**config.mk**
```make
export PLATFORM = sky130hd
export DESIGN_NAME = dacc_top
export DESIGN_NICKNAME = d
export VERILOG_FILES = /design/src/logic/dacc_pkg.sv /design/src/logic/dacc_top.sv
export SDC_FILE = /design/constraint.sdc
export NUM_CORES = 1
export LEC_CHECK = 0
export BUFFER_PORTS_ARGS = -buffer_cell sky130_fd_sc_hd__buf_2
export CAP_MARGIN = 10
export CELL_PAD_IN_SITES_DETAIL_PLACEMENT = 1
export CELL_PAD_IN_SITES_GLOBAL_PLACEMENT = 2
export CORE_ASPECT_RATIO = 1.4
export CORE_MARGIN = 5
export CORE_UTILIZATION = 30
export CTS_CLUSTER_DIAMETER = 40
export DETAILED_ROUTE_END_ITERATION = 6
export GPL_ROUTABILITY_DRIVEN = 0
export PLACE_DENSITY_LB_ADDON = 0.1
export SETUP_SLACK_MARGIN = 0.05
export SLEW_MARGIN = 20
export SYNTH_ARGS = -nofsm -noshare
export SYNTH_HDL_FRONTEND = slang
export SYNTH_SLANG_ARGS = --single-unit
```
**constraint.sdc**
```tcl
create_clock -name clk_sys_i -period 2.7 [get_ports clk_sys_i]
set_input_delay 0.135 -clock clk_sys_i [delete_from_list [all_inputs] [get_ports clk_sys_i]]
set_output_delay 0.135 -clock clk_sys_i [all_outputs]
set_load 0.05 [all_outputs]
```
**src/logic/dacc_pkg.sv**
```systemverilog
/*
 * Package for the two-channel converter control block: register map,
 * field positions, reset values and the converter-facing carrier.
 * Assumes a 32-bit AHB-Lite slave with word-aligned registers.
 */
package dacc_pkg;

    localparam int unsigned DACC_CODE_W = 8;

    // Byte offsets within the block's window
    localparam logic [11:0] DACC_OFS_CH0_CODE  = 12'h000;
    localparam logic [11:0] DACC_OFS_CH1_CODE  = 12'h004;
    localparam logic [11:0] DACC_OFS_CONTROL   = 12'h008;
    localparam logic [11:0] DACC_OFS_STBY_CTRL = 12'h00C;
    localparam logic [11:0] DACC_OFS_STATUS    = 12'h010;

    // Field positions
    localparam int unsigned DACC_BIT_CH1_OE   = 7;
    localparam int unsigned DACC_BIT_CH0_OE   = 6;
    localparam int unsigned DACC_BIT_COMBINED = 5;
    localparam int unsigned DACC_BIT_STBY_OE  = 0;

    // Values after reset
    localparam logic [7:0] DACC_RST_CODE      = 8'h00;
    localparam logic [7:0] DACC_RST_CONTROL   = 8'h1F;
    localparam logic [7:0] DACC_RST_STBY_CTRL = 8'hFE;

    // Read-as-one masks for reserved bits
    localparam logic [7:0] DACC_RSV_CONTROL   = 8'h1F;
    localparam logic [7:0] DACC_RSV_STBY_CTRL = 8'hFE;

    // Analog settling time, longest, in ns, and its cycle count at 200 MHz
    localparam int unsigned DACC_CONV_TIME_NS = 10000;
    localparam int unsigned DACC_CLK_PERIOD_NS = 5;
    localparam int unsigned DACC_CONV_CYCLES  = DACC_CONV_TIME_NS / DACC_CLK_PERIOD_NS;

    localparam logic [1:0] DACC_HTRANS_NONSEQ = 2'h2;
    localparam logic [1:0] DACC_HTRANS_SEQ    = 2'h3;

    // One channel as presented to its converter
    typedef struct packed {
        logic [7:0] code;
        logic       conv_en;
        logic       drive_en;
    } dacc_chan_t;

endpackage

```
**src/logic/dacc_top.sv**
```systemverilog
/*
 * Two-channel 8-bit converter control: code, control and standby
 * registers behind an AHB-Lite slave, per-channel conversion and drive
 * enables, and a settling-time status per channel.
 * Assumes one system clock, chip reset on arst_n_i, and standby mode
 * levels supplied by the power controller synchronous to clk_sys_i.
 */
// The AHB-Lite register port and the register addresses were left to the implementer.
// Functional notes
// [RULE1] Per-channel 8-bit code, converted while enabled
// [RULE2] Codes cleared on reset and standby entry
// [RULE3] Control reset and standby value 0x1F
// [RULE4] Bit 7 enables channel 1
// [RULE5] Bit 6 enables channel 0
// [RULE6] Bit 5 makes conversion combined
// [RULE7] Output drive follows own enable only
// [RULE8] Reserved bits read-only, read as one
// [RULE9] Standby control 0xFE, kept in software standby
// [RULE10] Standby bit 0 keeps output in software standby
// [RULE11] Registers retained across software standby when enabled
// [RULE12] Code write restarts conversion immediately; a write of the unchanged code does not restart it
// [RULE13] Result valid after conversion time
// [RULE14] Result held until code or enable changes
// [RULE15] Enable makes pin output, else input
// [RULE16] Two independent channels
// [RULE17] Code, conversion and drive enables presented
`timescale 1ns/1ps
module dacc_top #(
    parameter int unsigned CONV_CYCLES = dacc_pkg::DACC_CONV_CYCLES
) (
    input  wire logic                 clk_sys_i,
    input  wire logic                 arst_n_i,
    input  wire logic                 hsel_i,
    input  wire logic [11:0]          haddr_i,
    input  wire logic [1:0]           htrans_i,
    input  wire logic                 hwrite_i,
    input  wire logic [2:0]           hsize_i,
    input  wire logic [31:0]          hwdata_i,
    input  wire logic                 hready_i,
    output logic      [31:0]          hrdata_o,
    output logic                      hreadyout_o,
    output logic                      hresp_o,
    input  wire logic                 sw_standby_i,
    input  wire logic                 hw_standby_i,
    output dacc_pkg::dacc_chan_t      ch0_o,
    output dacc_pkg::dacc_chan_t      ch1_o,
    output logic                      ch0_analog_pin_oe_o,
    output logic                      ch1_analog_pin_oe_o,
    output logic [1:0]                result_valid_o
);

    localparam int unsigned CNT_W = $clog2(CONV_CYCLES + 1);

    logic [7:0]       channel_code [2];
    logic [7:0]       converter_control;
    logic [7:0]       standby_output_control;
    logic             sw_standby_q;
    logic             wr_pend;
    logic [11:0]      wr_addr;
    logic [7:0]       next_rdata;
    logic [1:0]       conv_en;
    logic [1:0]       drive_en;
    logic [1:0]       code_wr;
    logic [1:0]       code_chg;
    logic [CNT_W-1:0] settle_cnt [2];
    logic [1:0]       conv_en_q;
    logic             ch1_output_enable;
    logic             ch0_output_enable;
    logic             combined_conversion_enable;
    logic             standby_output_enable;
    logic             stby_entry;
    logic             stby_clear;
    logic             stby_off;
    logic             addr_ok;

    function automatic logic [7:0] dacc_read(input logic [11:0] a, input logic [7:0] c0, input logic [7:0] c1,
                                             input logic [7:0] ctl, input logic [7:0] sby, input logic [1:0] rv);
        logic [7:0] r;
        r = 8'h00;
        case (a)
            dacc_pkg::DACC_OFS_CH0_CODE:  r = c0;
            dacc_pkg::DACC_OFS_CH1_CODE:  r = c1;
            dacc_pkg::DACC_OFS_CONTROL:   r = ctl | dacc_pkg::DACC_RSV_CONTROL;
            dacc_pkg::DACC_OFS_STBY_CTRL: r = sby | dacc_pkg::DACC_RSV_STBY_CTRL;
            dacc_pkg::DACC_OFS_STATUS:    r = {6'h00, rv};
            default:                      r = 8'h00;
        endcase
        return r;
    endfunction

    assign ch1_output_enable          = converter_control[dacc_pkg::DACC_BIT_CH1_OE];
    assign ch0_output_enable          = converter_control[dacc_pkg::DACC_BIT_CH0_OE];
    assign combined_conversion_enable = converter_control[dacc_pkg::DACC_BIT_COMBINED];
    assign standby_output_enable      = standby_output_control[dacc_pkg::DACC_BIT_STBY_OE];

    // Software standby keeps state only when output stays on there
    assign stby_entry = sw_standby_i & ~sw_standby_q;
    assign stby_clear = hw_standby_i | (stby_entry & ~standby_output_enable); // [RULE11]
    assign stby_off   = hw_standby_i | (sw_standby_i & ~standby_output_enable); // [RULE10]

    // Bus: address phase captured, write applied in data phase
    assign addr_ok     = hsel_i & hready_i & ((htrans_i == dacc_pkg::DACC_HTRANS_NONSEQ) |
                                              (htrans_i == dacc_pkg::DACC_HTRANS_SEQ));
    assign hreadyout_o = 1'b1;
    assign hresp_o     = 1'b0;

    always_ff @(posedge clk_sys_i or negedge arst_n_i)
    begin
        if (!arst_n_i)
        begin
            wr_pend <= 1'b0;
            wr_addr <= 12'h000;
        end
        else
        begin
            wr_pend <= addr_ok & hwrite_i;
            wr_addr <= {haddr_i[11:2], 2'h0};
        end
    end

    // Read data registered at the address phase, stands in the data phase
    assign next_rdata = dacc_read({haddr_i[11:2], 2'h0}, channel_code[0], channel_code[1],
                                  converter_control, standby_output_control, result_valid_o);

    always_ff @(posedge clk_sys_i or negedge arst_n_i)
    begin
        if (!arst_n_i)
            hrdata_o <= 32'h0000_0000;
        else if (addr_ok & ~hwrite_i)
            hrdata_o <= {24'h00_0000, next_rdata}; // [RULE8]
    end

    always_ff @(posedge clk_sys_i or negedge arst_n_i)
    begin
        if (!arst_n_i)
            sw_standby_q <= 1'b0;
        else
            sw_standby_q <= sw_standby_i;
    end

    // Two independent channels, one code register each
    for (genvar i = 0; i < 2; i++)
    begin : g_chan // [RULE16]
        assign code_wr[i] = wr_pend & (wr_addr == (i == 0 ? dacc_pkg::DACC_OFS_CH0_CODE
                                                            : dacc_pkg::DACC_OFS_CH1_CODE));
        // Rewriting the same code leaves a settled result alone
        assign code_chg[i] = code_wr[i] & (hwdata_i[7:0] != channel_code[i]);

        always_ff @(posedge clk_sys_i or negedge arst_n_i)
        begin
            if (!arst_n_i)
                channel_code[i] <= dacc_pkg::DACC_RST_CODE; // [RULE2]
            else if (stby_clear)
                channel_code[i] <= dacc_pkg::DACC_RST_CODE; // [RULE2]
            else if (code_wr[i])
                channel_code[i] <= hwdata_i[7:0]; // [RULE1]
        end

        // Settling counter restarts on a new code or a fresh enable
        always_ff @(posedge clk_sys_i or negedge arst_n_i)
        begin
            if (!arst_n_i)
                settle_cnt[i] <= '0;
            else if (!conv_en[i])
                settle_cnt[i] <= '0;
            else if (code_chg[i] || !conv_en_q[i])
                settle_cnt[i] <= CNT_W'(CONV_CYCLES); // [RULE12]
            else if (settle_cnt[i] != '0)
                settle_cnt[i] <= settle_cnt[i] - CNT_W'(1);
        end

        // Holds until the code changes or the enable drops
        assign result_valid_o[i] = conv_en_q[i] & conv_en[i] & (settle_cnt[i] == '0); // [RULE13] [RULE14]
    end

    always_ff @(posedge clk_sys_i or negedge arst_n_i)
    begin
        if (!arst_n_i)
            conv_en_q <= 2'b00;
        else
            conv_en_q <= conv_en;
    end

    always_ff @(posedge clk_sys_i or negedge arst_n_i)
    begin
        if (!arst_n_i)
            converter_control <= dacc_pkg::DACC_RST_CONTROL; // [RULE3]
        else if (stby_clear)
            converter_control <= dacc_pkg::DACC_RST_CONTROL; // [RULE3]
        else if (wr_pend && wr_addr == dacc_pkg::DACC_OFS_CONTROL)
            converter_control <= (hwdata_i[7:0] & ~dacc_pkg::DACC_RSV_CONTROL) | dacc_pkg::DACC_RSV_CONTROL; // [RULE8]
    end

    // Only hardware standby clears this one
    always_ff @(posedge clk_sys_i or negedge arst_n_i)
    begin
        if (!arst_n_i)
            standby_output_control <= dacc_pkg::DACC_RST_STBY_CTRL; // [RULE9]
        else if (hw_standby_i)
            standby_output_control <= dacc_pkg::DACC_RST_STBY_CTRL; // [RULE9]
        else if (wr_pend && wr_addr == dacc_pkg::DACC_OFS_STBY_CTRL)
            standby_output_control <= (hwdata_i[7:0] & ~dacc_pkg::DACC_RSV_STBY_CTRL) | dacc_pkg::DACC_RSV_STBY_CTRL;
    end

    always_comb
    begin
        conv_en[1] = ~stby_off & (ch1_output_enable | (combined_conversion_enable & ch0_output_enable)); // [RULE4] [RULE6]
        conv_en[0] = ~stby_off & (ch0_output_enable | (combined_conversion_enable & ch1_output_enable)); // [RULE5] [RULE6]
        drive_en[1] = ~stby_off & ch1_output_enable; // [RULE7]
        drive_en[0] = ~stby_off & ch0_output_enable; // [RULE7]
    end

    assign ch0_o = '{code: channel_code[0], conv_en: conv_en[0], drive_en: drive_en[0]}; // [RULE17]
    assign ch1_o = '{code: channel_code[1], conv_en: conv_en[1], drive_en: drive_en[1]}; // [RULE17]
    assign ch0_analog_pin_oe_o = drive_en[0]; // [RULE15]
    assign ch1_analog_pin_oe_o = drive_en[1]; // [RULE15]

endmodule

```
==> impl_metrics.env <==
export IMPL_reg2reg_depth=6
export IMPL_io_pins=114
export IMPL_wl_per_cell_um=17.3
export IMPL_fmax_ghz=0.395
export IMPL_p_sw_uw=582
export IMPL_ir_worst_vdd_v=0.000287
export IMPL_routed_via_density=5.01
export IMPL_netlist_area_leader_share_pct=46.0
export IMPL_hpwl_um=7650
export IMPL_globalRoute_totalOverflow=0
export IMPL_leakagePower_uw=0.00199
export IMPL_regArea_um2=1600
export IMPL_cts_root_buffer="clkbuf_16"
export IMPL_fill_cells=1301
export IMPL_cts_sinks=64
export IMPL_required_ns=2.57
export IMPL_synth_seq_area_share_pct=46.0
export IMPL_die_height_um=138
export IMPL_finalCriticalPeriod_ns=2.53
export IMPL_min_path_type="in -> reg"
export IMPL_syn_area_per_cell_um2=9.65
export IMPL_placementRows=46
export IMPL_power_uw=2410
export IMPL_finalHoldViolCount=0
export IMPL_r2r_end="settle_cnt[21]"
export IMPL_wl_um=9990
export IMPL_yosys_warnings=0
export IMPL_start_util_pct=30.7
export IMPL_cts_tree="yes"
export IMPL_diodes=0
export IMPL_hp_start="haddr_i[4]"
export IMPL_outcome="completed"
export IMPL_p_comb_share_pct=8.0
export IMPL_synth_commonest_cells="64 x dfrtp_1, 42 x nand2_1, 28 x buf_4"
export IMPL_start_kind="register"
export IMPL_final_period_utilization_pct=93.7
export IMPL_fp_coreArea_um2=11300
export IMPL_drive_gt1_share_pct=20.1
export IMPL_p_per_area_nw_per_um2=567
export IMPL_crit_family="simple AND/OR/NAND/NOR gates"
export IMPL_rsz0062_at_grt="false"
export IMPL_cp_max_fo=12
export IMPL_cp_num_buf_inv=1
export IMPL_maxSlewViolCount=0
export IMPL_tightest_slew_ns=0.800
export IMPL_clk_latency_ns=0.33
export IMPL_slowest_delay_ns=0.64
export IMPL_grt_max_degree=34
export IMPL_regToRegStartpoint="settle_cnt[11]"
export IMPL_io_buffers=57
export IMPL_ys_ff_latch=64
export IMPL_multi_input_area_um2=1660
export IMPL_synth_edf_count=0
export IMPL_setup_tns_final_ns=0
export IMPL_setup_viol=0
export IMPL_finClkSkew_ns=0.00435
export IMPL_cap_violations=0
export IMPL_endpoint_kind="output port"
export IMPL_synthFlopType="dfrtp_1"
export IMPL_drcViolationCount=0
export IMPL_sequentialPowerShare_pct=40.4
export IMPL_synth_cells=361
export IMPL_area_growth_pct=21.9
export IMPL_die_area_um2=13900
export IMPL_cts_made_buffers=9
export IMPL_syn_area_um2=3480
export IMPL_hold_depth=1
export IMPL_yosys_top_cells_area="dfrtp_1 46%, buf_4 6.0%, xnor2_1 5.3%"
export IMPL_crit_arrival_ns=2.40
export IMPL_final_nets=488
export IMPL_cts_clk_slew_worst_paths_ns=0.05
export IMPL_synthArstFlopShare_pct=100
export IMPL_rrSetupSlack_ns=0.48
export IMPL_min_to="wr_addr[4]"
export IMPL_antenna_found_initial=0
export IMPL_yosysUniqueCellTypes=56
export IMPL_drtPass1Iterations=4
export IMPL_post_cts_setup_buffers=0
export IMPL_yosysTopAreaCell="dfrtp_1"
export IMPL_synth_most_common_cell="dfrtp_1"
export IMPL_fp_dieW_um=101
export IMPL_h_tree_depth=3
export IMPL_clk_path_buf_depth=2
export IMPL_crit_chain="or4_1, or4b_4, nor2_1, clkbuf_4"
export IMPL_track_usage_pct=15.2
export IMPL_drt_first_iter_violations=50
export IMPL_switching_share_pct=24.2
export IMPL_intPower_uw=1830
export IMPL_grt_pass1_vias=3095
export IMPL_ant_nets=0
export IMPL_grt_pass1_wl_um=16200
export IMPL_clockPowerShare_pct=51.6
export IMPL_vias=2888
export IMPL_cpMaxStageDelayCell="or4b_4"
export IMPL_startpoint="settle_cnt[6]"
export IMPL_path_class="reg -> out"
export IMPL_crit_cells=4
export IMPL_maxSlewHeadroom_pct=46.6
[cell type report]
| cell class | instances | share of cell area [%] |
|---|---|---|
| Tap cell | 144 | 4.24 |
| Sequential cell | 64 | 37.7 |
| Clock buffer | 14 | 6.69 |
| Inverter | 12 | 1.06 |
| Clock inverter | 2 | 0.825 |
| Timing Repair Buffer | 72 | 10.3 |
| Multi-Input combinational cell | 269 | 39.2 |
[power by group through the flow]
stage                     Combinational (µW)  Sequential (µW)  Clock, µW
after floorplan                          142              990          0
after global placement                   184              990          0
after detailed placement                 185              990          0
after CTS                                196              973       1270
after global routing                     209              974       1310
final                                    192              973       1240
[worst max path at each step]
| stage | slack, ns | end |
|---|---|---|
| final | 0.17 | result_valid_o[1] |
| after global routing | 0.07 | result_valid_o[1] |
| after floorplan | 0.23 | result_valid_o[1] |
| after CTS | 0.13 | result_valid_o[1] |
| after detailed placement | 0.48 | settle_cnt[21] |
| after global placement | 0.48 | result_valid_o[1] |
[worst register-to-register path: cells and delay by family (launching register included)]
family                   cells  cell delay (ns)
flip-flops                   1             0.41
AO/OA/AOI/OAI                2             0.39
buffers and inverters        1             0.14
AND/OR/NAND/NOR              2             0.92
adder cells (fa/ha/maj)      1             0.22
[sequential cells by signal (all words and copies together), names as in the netlist]
name	cells
ch1_o	8
settle_cnt	22
hrdata_o	8
sw_standby_q	1
ch0_o	8
wr_addr	10
wr_pend	1
converter_control	3
standby_output_control	1
conv_en_q	2
[cell families after synthesis]
logic type                 count (synthesis)  synth area share [%]
other                                      2                 0.216
adders and majority gates                  4                  1.44
AOI/OAI and AO/OA                         86                  16.1
muxes                                      9                  2.69
DFF                                       64                  46.0
buffers and inverters                     52                  8.87
xor gates and xnor gates                  21                  5.28
and+or+nand+nor                          123                  19.5
[placed cells by master (no fill, tap or decap), drive strengths merged, types with 11 or more instances in the layout]
cell type / count
nor2: 13
dfrtp: 64
clkbuf: 15
inv: 12
o21ai: 20
a21oi: 25
nor3: 11
conb: 26
nand2: 42
xnor2: 21
buf: 61
[metal layers]
metal	part of all wire, %	vias to the layer above	wire length (µm)	global-route usage [%]
li1	-	1387	-	-
met1	42	1433	4150	17.8
met2	53	54	5280	27.3
met3	3.3	14	333	2.33
met4	2.3	0	225	6.58
met5	0	-	0	0
[through the flow]
step | area (µm²) | utilization [%] | setup WS [ns] | hold slack (ns) | cells
after floorplan | 3570 | - | 0.227 | -0.161 | 385
after global placement | 3830 | 33.7 | 0.483 | 0.259 | 551
after detailed placement | 3830 | 33.7 | 0.482 | 0.261 | 551
after CTS | 4250 | 37.4 | 0.127 | 0.00588 | 577
after global routing | 4250 | 37.5 | 0.0730 | 0.0143 | 577
final | 4250 | 37.5 | 0.170 | 0.00789 | 577
[repair_timing]
action / 4_1_cts / 5_1_grt
endpoints found under the setup margin: 0 / 1
endpoints found under the hold margin: 40 / 0
resized for setup: 0 / 1
hold buffers: 10 / 0
Power figures use the tool's default switching activity.
